**config.mk**
```make
export PLATFORM = sky130hd
export DESIGN_NAME = dtcpb_bank
export DESIGN_NICKNAME = d
export VERILOG_FILES = /design/src/verilog/dtcpb_pkg.sv /design/src/verilog/dtcpb_range_check.sv /design/src/verilog/dtcpb_bank.sv
export SDC_FILE = /design/constraint.sdc
export NUM_CORES = 1
export LEC_CHECK = 0
export ABC_AREA = 1
export ABC_CLOCK_PERIOD_IN_PS = 16890
export BUFFER_PORTS_ARGS = -buffer_cell sky130_fd_sc_hd__buf_2
export CAP_MARGIN = 20
export CORE_UTILIZATION = 64
export CTS_BUF_LIST = sky130_fd_sc_hd__clkbuf_2
export CTS_CLUSTER_DIAMETER = 30
export CTS_CLUSTER_SIZE = 8
export DETAILED_ROUTE_END_ITERATION = 10
export PLACE_DENSITY = 0.88
export SLEW_MARGIN = 0
export SYNTH_ARGS = -nofsm -noshare
export SYNTH_HDL_FRONTEND = slang
export SYNTH_SLANG_ARGS = --single-unit
```
**constraint.sdc**
```tcl
create_clock -name clk -period 16.89 [get_ports clk]
set_clock_uncertainty 0.15 [all_clocks]
set_input_delay 0.8445 -clock clk [delete_from_list [all_inputs] [get_ports clk]]
set_output_delay 0.8445 -clock clk [all_outputs]
set_load 0.02 [all_outputs]
```
**src/verilog/dtcpb_pkg.sv**
```systemverilog
package dtcpb_pkg;

	// ------------------------------------------------------------
	// Register offsets (word addresses)
	// ------------------------------------------------------------
	localparam logic [15:0] DTCPB_OFS_GEAR_NUM = 16'h161c;
	localparam logic [15:0] DTCPB_OFS_GEAR_DEN = 16'h161d;
	localparam logic [15:0] DTCPB_OFS_RSVD_A = 16'h161e;
	localparam logic [15:0] DTCPB_OFS_RAMP_SRC = 16'h161f;
	localparam logic [15:0] DTCPB_OFS_POS_SRC = 16'h1620;
	localparam logic [15:0] DTCPB_OFS_TRQ_SRC = 16'h1621;
	localparam logic [15:0] DTCPB_OFS_TRQ_VAL = 16'h1622;
	localparam logic [15:0] DTCPB_OFS_TRQ_SIGN = 16'h1623;
	localparam logic [15:0] DTCPB_OFS_OFF_MODE = 16'h1624;
	localparam logic [15:0] DTCPB_OFS_OFF_VAL = 16'h1625;
	localparam logic [15:0] DTCPB_OFS_OFF_SIGN = 16'h1626;
	localparam logic [15:0] DTCPB_OFS_FWD_HI = 16'h1627;
	localparam logic [15:0] DTCPB_OFS_FWD_LO = 16'h1628;
	localparam logic [15:0] DTCPB_OFS_REV_HI = 16'h1629;
	localparam logic [15:0] DTCPB_OFS_REV_LO = 16'h162a;
	localparam logic [15:0] DTCPB_OFS_RSVD_B = 16'h162b;
	localparam logic [15:0] DTCPB_OFS_RSVD_D = 16'h162d;
	localparam logic [15:0] DTCPB_OFS_WDOG = 16'h162e;
	localparam logic [15:0] DTCPB_OFS_ERR_ACT = 16'h162f;
	localparam logic [15:0] DTCPB_OFS_POLL_OUT = 16'h1630;
	localparam logic [15:0] DTCPB_OFS_IRQ_STAT = 16'h1680;
	localparam logic [15:0] DTCPB_OFS_IRQ_MASK = 16'h1681;

	// ------------------------------------------------------------
	// Value limits
	// ------------------------------------------------------------
	localparam logic [15:0] DTCPB_GEAR_MIN = 16'h0001;
	localparam logic [15:0] DTCPB_GEAR_MAX = 16'h270f;
	localparam logic [15:0] DTCPB_SRC3_MAX = 16'h0002;
	localparam logic [15:0] DTCPB_TRQ_SRC_MAX = 16'h0003;
	localparam logic [15:0] DTCPB_PCT_MAX = 16'h00b4;
	localparam logic [15:0] DTCPB_SIGN_MAX = 16'h0001;
	localparam logic [31:0] DTCPB_SPEED_MAX = 32'h0000_9c40;
	localparam logic [15:0] DTCPB_WDOG_MAX = 16'h270f;
	localparam logic [15:0] DTCPB_ERR_ACT_MAX = 16'h0004;
	localparam logic [15:0] DTCPB_INST_A = 16'h0014;
	localparam logic [15:0] DTCPB_INST_B = 16'h0015;
	localparam logic [15:0] DTCPB_INST_C = 16'h0064;

	// ------------------------------------------------------------
	// Reset values
	// ------------------------------------------------------------
	localparam logic [15:0] DTCPB_RST_GEAR = 16'h0001;
	localparam logic [15:0] DTCPB_RST_ZERO = 16'h0000;
	localparam logic [15:0] DTCPB_RST_POLL_OUT = 16'h0014;

	// ------------------------------------------------------------
	// Interrupt status bit positions
	// ------------------------------------------------------------
	localparam int DTCPB_IRQ_WR_OK = 0;
	localparam int DTCPB_IRQ_WR_REJ = 1;
	localparam int DTCPB_IRQ_UNMAPPED = 2;
	localparam int DTCPB_IRQ_WIDTH = 3;

	// Communication error actions
	typedef enum logic [2:0] {
		DTCPB_ACT_TRIP,
		DTCPB_ACT_DECEL_TRIP,
		DTCPB_ACT_HOLD,
		DTCPB_ACT_COAST,
		DTCPB_ACT_DECEL_STOP
	} dtcpb_err_act_t;

endpackage

```
**src/verilog/dtcpb_range_check.sv**
```systemverilog
`timescale 1ns/1ns
// Decides whether a write value lies in the allowed set for an offset
module dtcpb_range_check import dtcpb_pkg::*; (
	// Candidate write
	input wire logic [15:0] addr,
	input wire logic [15:0] wdata,
	// Other half of a split speed limit
	input wire logic [15:0] partner_half,
	// Verdict
	output logic legal
);

	// ------------------------------------------------------------
	// Helpers
	// ------------------------------------------------------------
	function automatic logic in_range(input logic [15:0] v, input logic [15:0] lo,
		input logic [15:0] hi);
		in_range = (v >= lo) && (v <= hi);
	endfunction

	wire logic [31:0] speed_as_hi = {wdata, partner_half};
	wire logic [31:0] speed_as_lo = {partner_half, wdata};
	wire logic is_hi = (addr == DTCPB_OFS_FWD_HI) || (addr == DTCPB_OFS_REV_HI);

	// Per-register value set
	always_comb begin
		unique case (addr)
			DTCPB_OFS_GEAR_NUM, DTCPB_OFS_GEAR_DEN:
				legal = in_range(wdata, DTCPB_GEAR_MIN, DTCPB_GEAR_MAX);
			DTCPB_OFS_RAMP_SRC, DTCPB_OFS_POS_SRC, DTCPB_OFS_OFF_MODE:
				legal = wdata <= DTCPB_SRC3_MAX;
			DTCPB_OFS_TRQ_SRC:
				legal = wdata <= DTCPB_TRQ_SRC_MAX;
			DTCPB_OFS_TRQ_VAL, DTCPB_OFS_OFF_VAL:
				legal = wdata <= DTCPB_PCT_MAX;
			DTCPB_OFS_TRQ_SIGN, DTCPB_OFS_OFF_SIGN:
				legal = wdata <= DTCPB_SIGN_MAX;
			DTCPB_OFS_FWD_HI, DTCPB_OFS_FWD_LO, DTCPB_OFS_REV_HI, DTCPB_OFS_REV_LO:
				legal = (is_hi ? speed_as_hi : speed_as_lo) <= DTCPB_SPEED_MAX;
			DTCPB_OFS_WDOG:
				legal = wdata <= DTCPB_WDOG_MAX;
			DTCPB_OFS_ERR_ACT:
				legal = wdata <= DTCPB_ERR_ACT_MAX;
			DTCPB_OFS_POLL_OUT:
				legal = (wdata == DTCPB_INST_A) || (wdata == DTCPB_INST_B) ||
					(wdata == DTCPB_INST_C);
			default:
				legal = 1'b0;
		endcase
	end

endmodule // dtcpb_range_check

```
**src/verilog/dtcpb_bank.sv**
```systemverilog
// Local design decision: the strobed register port.
`timescale 1ns/1ns
// Summary of operation
// - Gear numerator register, 1 to 9999
// - Gear denominator register, 1 to 9999
// - Ramp time source: drive, card1, card2
// - Positioning source: drive, card1, card2
// - Torque source: voltage, current, voltage2, keypad
// - Keypad torque percentage, 0 to 180
// - Torque sign: signal or rotation direction
// - Bias mode 0-2, bias value 0-180
// - Bias sign: signal or rotation direction
// - Forward speed limit, two halves, max 40000
// - Reverse speed limit, same scaling
// - Watchdog timeout 0 to 9999 hundredths
// - Communication error action codes 0 to 4
// - Output instance only 20, 21, 100
module dtcpb_bank import dtcpb_pkg::*; (
	// Clock and reset
	input wire logic clk,
	input wire logic reset,
	// Register port
	input wire logic [15:0] addr,
	input wire logic [15:0] wdata,
	input wire logic wr_en,
	input wire logic rd_en,
	output logic [15:0] rdata,
	// Settings toward motor control
	output logic [15:0] gear_num,
	output logic [15:0] gear_den,
	output logic [1:0] ramp_src,
	output logic [1:0] pos_src,
	output logic [1:0] trq_src,
	output logic [7:0] trq_cmd_pct,
	output logic trq_sign_follow_dir,
	output logic [1:0] trq_offset_mode,
	output logic [7:0] trq_offset_pct,
	output logic trq_offset_follow_dir,
	output logic [31:0] fwd_speed_limit,
	output logic [31:0] rev_speed_limit,
	output logic [15:0] wdog_timeout,
	output dtcpb_err_act_t err_action,
	output logic [15:0] poll_out_inst,
	// Interrupt
	output logic irq
);

	// ------------------------------------------------------------
	// Storage
	// ------------------------------------------------------------
	logic [15:0] gear_num_r, gear_den_r, ramp_src_r, pos_src_r, trq_src_r;
	logic [15:0] trq_val_r, trq_sign_r, off_mode_r, off_val_r, off_sign_r;
	logic [15:0] fwd_hi_r, fwd_lo_r, rev_hi_r, rev_lo_r, wdog_r, err_act_r, poll_r;
	logic [15:0] rdata_r;
	logic [DTCPB_IRQ_WIDTH-1:0] irq_stat_r, irq_mask_r, irq_stat_nxt;

	// ------------------------------------------------------------
	// Decode
	// ------------------------------------------------------------
	function automatic logic is_rsvd(input logic [15:0] a);
		is_rsvd = (a == DTCPB_OFS_RSVD_A) || ((a >= DTCPB_OFS_RSVD_B) &&
			(a <= DTCPB_OFS_RSVD_D));
	endfunction

	function automatic logic is_param(input logic [15:0] a);
		is_param = (a >= DTCPB_OFS_GEAR_NUM) && (a <= DTCPB_OFS_POLL_OUT) && !is_rsvd(a);
	endfunction

	// Other half of the addressed speed limit
	logic [15:0] partner_half;
	always_comb begin
		unique case (addr)
			DTCPB_OFS_FWD_HI: partner_half = fwd_lo_r;
			DTCPB_OFS_FWD_LO: partner_half = fwd_hi_r;
			DTCPB_OFS_REV_HI: partner_half = rev_lo_r;
			DTCPB_OFS_REV_LO: partner_half = rev_hi_r;
			default: partner_half = DTCPB_RST_ZERO;
		endcase
	end

	wire logic legal;
	dtcpb_range_check u_check (
		.addr(addr),
		.wdata(wdata),
		.partner_half(partner_half),
		.legal(legal)
	);

	wire logic hit_param = is_param(addr);
	wire logic hit_rsvd = is_rsvd(addr);
	wire logic hit_stat = (addr == DTCPB_OFS_IRQ_STAT);
	wire logic hit_mask = (addr == DTCPB_OFS_IRQ_MASK);
	wire logic unmapped = !hit_param && !hit_rsvd && !hit_stat && !hit_mask;
	wire logic wr_ok = wr_en && hit_param && legal;
	wire logic wr_rej = wr_en && hit_param && !legal;

	// ------------------------------------------------------------
	// Parameter writes
	// ------------------------------------------------------------
	// Per-register strobes; accepted writes only, reserved never hit
	wire logic we_gear_num = wr_ok && (addr == DTCPB_OFS_GEAR_NUM);
	wire logic we_gear_den = wr_ok && (addr == DTCPB_OFS_GEAR_DEN);
	wire logic we_ramp_src = wr_ok && (addr == DTCPB_OFS_RAMP_SRC);
	wire logic we_pos_src = wr_ok && (addr == DTCPB_OFS_POS_SRC);
	wire logic we_trq_src = wr_ok && (addr == DTCPB_OFS_TRQ_SRC);
	wire logic we_trq_val = wr_ok && (addr == DTCPB_OFS_TRQ_VAL);
	wire logic we_trq_sign = wr_ok && (addr == DTCPB_OFS_TRQ_SIGN);
	wire logic we_off_mode = wr_ok && (addr == DTCPB_OFS_OFF_MODE);
	wire logic we_off_val = wr_ok && (addr == DTCPB_OFS_OFF_VAL);
	wire logic we_off_sign = wr_ok && (addr == DTCPB_OFS_OFF_SIGN);
	wire logic we_fwd_hi = wr_ok && (addr == DTCPB_OFS_FWD_HI);
	wire logic we_fwd_lo = wr_ok && (addr == DTCPB_OFS_FWD_LO);
	wire logic we_rev_hi = wr_ok && (addr == DTCPB_OFS_REV_HI);
	wire logic we_rev_lo = wr_ok && (addr == DTCPB_OFS_REV_LO);
	wire logic we_wdog = wr_ok && (addr == DTCPB_OFS_WDOG);
	wire logic we_err_act = wr_ok && (addr == DTCPB_OFS_ERR_ACT);
	wire logic we_poll = wr_ok && (addr == DTCPB_OFS_POLL_OUT);

	// ------------------------------------------------------------
	// Parameter registers
	// ------------------------------------------------------------
	// Gear ratio numerator
	always_ff @(posedge clk or posedge reset) begin
		if (reset)
			gear_num_r <= DTCPB_RST_GEAR;
		else if (we_gear_num)
			gear_num_r <= wdata;
	end

	// Gear ratio denominator
	always_ff @(posedge clk or posedge reset) begin
		if (reset)
			gear_den_r <= DTCPB_RST_GEAR;
		else if (we_gear_den)
			gear_den_r <= wdata;
	end

	// Ramp time source
	always_ff @(posedge clk or posedge reset) begin
		if (reset)
			ramp_src_r <= DTCPB_RST_ZERO;
		else if (we_ramp_src)
			ramp_src_r <= wdata;
	end

	// Positioning command source
	always_ff @(posedge clk or posedge reset) begin
		if (reset)
			pos_src_r <= DTCPB_RST_ZERO;
		else if (we_pos_src)
			pos_src_r <= wdata;
	end

	// Torque command source
	always_ff @(posedge clk or posedge reset) begin
		if (reset)
			trq_src_r <= DTCPB_RST_ZERO;
		else if (we_trq_src)
			trq_src_r <= wdata;
	end

	// Keypad torque percentage
	always_ff @(posedge clk or posedge reset) begin
		if (reset)
			trq_val_r <= DTCPB_RST_ZERO;
		else if (we_trq_val)
			trq_val_r <= wdata;
	end

	// Torque sign source
	always_ff @(posedge clk or posedge reset) begin
		if (reset)
			trq_sign_r <= DTCPB_RST_ZERO;
		else if (we_trq_sign)
			trq_sign_r <= wdata;
	end

	// Bias mode
	always_ff @(posedge clk or posedge reset) begin
		if (reset)
			off_mode_r <= DTCPB_RST_ZERO;
		else if (we_off_mode)
			off_mode_r <= wdata;
	end

	// Bias percentage
	always_ff @(posedge clk or posedge reset) begin
		if (reset)
			off_val_r <= DTCPB_RST_ZERO;
		else if (we_off_val)
			off_val_r <= wdata;
	end

	// Bias sign source
	always_ff @(posedge clk or posedge reset) begin
		if (reset)
			off_sign_r <= DTCPB_RST_ZERO;
		else if (we_off_sign)
			off_sign_r <= wdata;
	end

	// Forward limit, upper half
	always_ff @(posedge clk or posedge reset) begin
		if (reset)
			fwd_hi_r <= DTCPB_RST_ZERO;
		else if (we_fwd_hi)
			fwd_hi_r <= wdata;
	end

	// Forward limit, lower half
	always_ff @(posedge clk or posedge reset) begin
		if (reset)
			fwd_lo_r <= DTCPB_RST_ZERO;
		else if (we_fwd_lo)
			fwd_lo_r <= wdata;
	end

	// Reverse limit, upper half
	always_ff @(posedge clk or posedge reset) begin
		if (reset)
			rev_hi_r <= DTCPB_RST_ZERO;
		else if (we_rev_hi)
			rev_hi_r <= wdata;
	end

	// Reverse limit, lower half
	always_ff @(posedge clk or posedge reset) begin
		if (reset)
			rev_lo_r <= DTCPB_RST_ZERO;
		else if (we_rev_lo)
			rev_lo_r <= wdata;
	end

	// Link watchdog timeout
	always_ff @(posedge clk or posedge reset) begin
		if (reset)
			wdog_r <= DTCPB_RST_ZERO;
		else if (we_wdog)
			wdog_r <= wdata;
	end

	// Action on link error
	always_ff @(posedge clk or posedge reset) begin
		if (reset)
			err_act_r <= DTCPB_RST_ZERO;
		else if (we_err_act)
			err_act_r <= wdata;
	end

	// Polled output instance
	always_ff @(posedge clk or posedge reset) begin
		if (reset)
			poll_r <= DTCPB_RST_POLL_OUT;
		else if (we_poll)
			poll_r <= wdata;
	end

	// ------------------------------------------------------------
	// Read path
	// ------------------------------------------------------------
	// Read mux; reserved and unmapped read zero
	logic [15:0] rd_mux;
	always_comb begin
		unique case (addr)
			DTCPB_OFS_GEAR_NUM: rd_mux = gear_num_r;
			DTCPB_OFS_GEAR_DEN: rd_mux = gear_den_r;
			DTCPB_OFS_RAMP_SRC: rd_mux = ramp_src_r;
			DTCPB_OFS_POS_SRC: rd_mux = pos_src_r;
			DTCPB_OFS_TRQ_SRC: rd_mux = trq_src_r;
			DTCPB_OFS_TRQ_VAL: rd_mux = trq_val_r;
			DTCPB_OFS_TRQ_SIGN: rd_mux = trq_sign_r;
			DTCPB_OFS_OFF_MODE: rd_mux = off_mode_r;
			DTCPB_OFS_OFF_VAL: rd_mux = off_val_r;
			DTCPB_OFS_OFF_SIGN: rd_mux = off_sign_r;
			DTCPB_OFS_FWD_HI: rd_mux = fwd_hi_r;
			DTCPB_OFS_FWD_LO: rd_mux = fwd_lo_r;
			DTCPB_OFS_REV_HI: rd_mux = rev_hi_r;
			DTCPB_OFS_REV_LO: rd_mux = rev_lo_r;
			DTCPB_OFS_WDOG: rd_mux = wdog_r;
			DTCPB_OFS_ERR_ACT: rd_mux = err_act_r;
			DTCPB_OFS_POLL_OUT: rd_mux = poll_r;
			DTCPB_OFS_IRQ_STAT: rd_mux = {13'h0000, irq_stat_r};
			DTCPB_OFS_IRQ_MASK: rd_mux = {13'h0000, irq_mask_r};
			default: rd_mux = DTCPB_RST_ZERO;
		endcase
	end

	// Read data valid the cycle after the strobe only
	always_ff @(posedge clk or posedge reset) begin
		if (reset)
			rdata_r <= DTCPB_RST_ZERO;
		else
			rdata_r <= rd_en ? rd_mux : DTCPB_RST_ZERO;
	end

	// ------------------------------------------------------------
	// Interrupts
	// ------------------------------------------------------------
	// Sticky events; read of status clears, a new event wins
	wire logic [DTCPB_IRQ_WIDTH-1:0] irq_evt = {(wr_en || rd_en) && unmapped, wr_rej, wr_ok};
	assign irq_stat_nxt = ((rd_en && hit_stat) ? '0 : irq_stat_r) | irq_evt;

	// Status register
	always_ff @(posedge clk or posedge reset) begin
		if (reset)
			irq_stat_r <= '0;
		else
			irq_stat_r <= irq_stat_nxt;
	end

	// Mask register, written by software
	wire logic we_mask = wr_en && hit_mask;
	always_ff @(posedge clk or posedge reset) begin
		if (reset)
			irq_mask_r <= '0;
		else if (we_mask)
			irq_mask_r <= wdata[DTCPB_IRQ_WIDTH-1:0];
	end

	// Level request while an unmasked bit is set
	assign irq = |(irq_stat_r & irq_mask_r);

	// ------------------------------------------------------------
	// Outputs
	// ------------------------------------------------------------
	assign rdata = rdata_r;
	assign gear_num = gear_num_r;
	assign gear_den = gear_den_r;
	assign ramp_src = ramp_src_r[1:0];
	assign pos_src = pos_src_r[1:0];
	assign trq_src = trq_src_r[1:0];
	assign trq_cmd_pct = trq_val_r[7:0];
	assign trq_sign_follow_dir = trq_sign_r[0];
	assign trq_offset_mode = off_mode_r[1:0];
	assign trq_offset_pct = off_val_r[7:0];
	assign trq_offset_follow_dir = off_sign_r[0];
	assign fwd_speed_limit = {fwd_hi_r, fwd_lo_r};
	assign rev_speed_limit = {rev_hi_r, rev_lo_r};
	assign wdog_timeout = wdog_r;
	assign err_action = dtcpb_err_act_t'(err_act_r[2:0]);
	assign poll_out_inst = poll_r;

endmodule // dtcpb_bank

```
==> metrics.txt <==
detailed-router iteration count before antenna repair=9; via count=between 10000 and 15000; post-DR vias/cell=a little over 6; crit-path cells=buf_2 > nor2_1 > nand2_1 > nor2_4 > nand2_1 > nand2_4 > inv_2 > o211ai_2 > nand2_1 > nand2_1 > nand2_1 > nand3_1 > nand3_2 > nand2_4 > buf_4 > nand3_1 > nand2_1 > nand2_1; DRC viols=0; Post-synth top flop=dfrtp_1; sw frac=approximately a quarter; synth warn=0; most frequent cells in the layout=nand2_1, dfrtp_1, inv_1, buf_2, nand4_1; clock-pin slew on the worst setup and hold paths=0.14 ns; outcome=completed; Most common cell on crit path=nand2_1; crit start category=input port; most common cell after layout, fill and taps aside=nand2_1; Critical Path Fanout Max=66; Leakage Power=approximately 10 nW; Slew headroom=a little under a third; hold crit path type=in2reg; Initial Util=66.2%; # port buffers=between 200 and 250; Post-layout nets=1912; Avg Synthesized Cell Area=~8 um2; multi-input logic area=slightly above 5000 um2; Clock Latency Late Sink=around 0.96 ns; drt total wl=~46000 um; first-pass GRT wire length=just under 70000 um; worst slew pin tran=about 1.0 ns; Clock power frac=between 40 and 50%; cell count after synthesis=between 1500 and 2000; Logic pwr share=3.3%; Die X=approximately 150 um; P_int=947 uW; Final Critical Period=slightly below 5 ns; die area=between 20000 and 25000 um2; Sequential Area=7360 um2; Synth-to-Final Area Change=10.9%; largest net degree at the start of global routing=between 100 and 150; share of layout cells above drive strength 1=a little under a fifth; Max Cap Viol=0; crit path max-delay cell type=buf_4; Longest Clk Path Bufs=3; sequential fraction of the synthesis area=52.2%; WP data arrival=5.64 ns; Detail Route Antenna Nets=0; Crit path largest cell delay=between 0.7 and 0.8 ns; CTS tree=done; io pins=210; Chip Height=~150 um; cell family with the largest share of critical-path delay=simple AND/OR/NAND/NOR gates; Post-synth EDFFs=0; Net Count, Synth=1751; fillers=1594; fin crit share=29.4%; placed inst area=~15000 um2; Final Util=73.4%; CP endpoint kind=flip-flop; post-DP HPWL=31200 um; sequential share of power=a little under three fifths; final cell area excluding filler cells=15600 um2; clock root buffer=clkbuf_2; PostCTS Resize Cnt=0; sw power=between 300 and 400 uW; CTS Buf Count=between 50 and 60; DRT iter0 DRCs=~1600; CTS H-tree lvls=2; RSZ-0062 raised after global routing=false; critical path data required time=~18 ns; setup violators final=0; Netlist Area Pre-Place=about 14000 um2; Total GRT Usage=about two fifths; CTS Sinks=~300; Final GP Congestion=0.975; Async S/R FF share, synth=100%; Avg WL per Cell=roughly 21 um; Hold Fails Final Rpt=0; kind of critical path=in2reg; initial antenna violation count=1; total gr overflow=0; core area=21300 um2; Unique masters post-synth=about 40; crit path buf inv count=3; Max Clock Freq=between 200 and 250 MHz; maximum VDD drop=0.116 mV; Core Rows=53; setup TNS=0 ns; Cell Pwr Density=roughly 81 nW/um2; Slew Viols, Final=0; vias in the first global route=12300; #FFs+latches synth=between 200 and 300
[power groups by stage]
stage | Combinational [mW] | Sequential, mW | Clock (mW)
after floorplan | 0.0228 | 0.718 | 0
after global placement | 0.0396 | 0.718 | 0
after detailed placement | 0.0402 | 0.718 | 0
after CTS | 0.0405 | 0.705 | 0.526
after global routing | 0.0455 | 0.705 | 0.559
final | 0.0420 | 0.705 | 0.525
[routing by layer]
layer	routed length (um)	global-route usage (%)	up-vias
met5	0	0	-
met3	5470	9.18	199
met1	16800	53.5	6257
met4	3300	27.9	0
li1	-	-	5839
met2	20800	63.5	936
[area by class of cell]
type	instances	area share, %
Sequential cell	294	47.1
Clock inverter	35	2.53
Antenna cell	1	0.0160
Inverter	256	6.20
Multi-Input combinational cell	1046	32.5
Tap cell	275	2.20
Timing Repair Buffer	222	7.46
Clock buffer	62	1.99
[kinds of logic after synthesis]
group / synth area share (%)
AO/OA/AOI/OAI: 6.83
buffers and inverters: 11.7
flip-flops: 52.2
AND/OR/NAND/NOR: 29.2
[worst min-delay path: stages]
cell     delay [ns]
buf_2          0.17
nand4_1        0.10
nand2_1        0.05
[cell usage after synthesis, types with 8 or more instances]
| master | instances | area share, % |
|---|---|---|
| o22ai_1 | 18 | 0.80 |
| o21ai_0 | 30 | 1.1 |
| dfrtp_1 | 290 | 51 |
| nand3_4 | 10 | 1.2 |
| a22o_1 | 21 | 1.3 |
| buf_4 | 32 | 1.7 |
| inv_1 | 245 | 6.5 |
| a221oi_1 | 12 | 0.75 |
| nand2_1 | 571 | 15 |
| nand4_1 | 125 | 5.5 |
| nor2_1 | 74 | 2.0 |
| a22oi_1 | 41 | 2.2 |
| nor4_1 | 8 | 0.36 |
| buf_2 | 34 | 1.2 |
| buf_6 | 9 | 0.72 |
| nor3_1 | 17 | 0.60 |
| clkbuf_1 | 38 | 1.0 |
| nand3_1 | 85 | 3.0 |
[final timing paths]
check | startpoint | slack [ns] | endpoint | depth (start not counted)
min in group asynchronous | reset | 0.44 | wdog_timeout[8]$_DFFE_PP0P_ | 3
worst min register to register | pos_src_r[14]$_DFFE_PP0P_ | 0.33 | pos_src_r[14]$_DFFE_PP0P_ | 2
worst max-delay path | addr[8] | 11.93 | gear_num[0]$_DFFE_PP1P_ | 18
worst max register to register | fwd_hi_r[5]$_DFFE_PP0P_ | 12.95 | gear_num[0]$_DFFE_PP1P_ | 15
worst min-delay path | wdata[11] | 0.08 | gear_den[11]$_DFFE_PP0P_ | 3
max in group asynchronous | reset | 14.54 | fwd_lo_r[9]$_DFFE_PP0P_ | 4
[stage by stage]
stage	worst slack (ns)	std cells	power [mW]	hold slack, ns
6_report	11.93	2191	1.27	0.0830
5_1_grt	11.53	2191	1.31	0.0416
4_1_cts	12.07	2189	1.27	0.0790
3_5_place_dp	11.09	2091	0.758	0.303
3_3_place_gp	11.22	2091	0.757	0.298
2_1_floorplan	7.78	1715	0.741	0.286
[repair_timing]
item,4_1_cts,5_1_grt
hold endpoints to repair,125,0
setup buffers,0,0
hold buffers,1,0
Power figures use the tool's default switching activity.
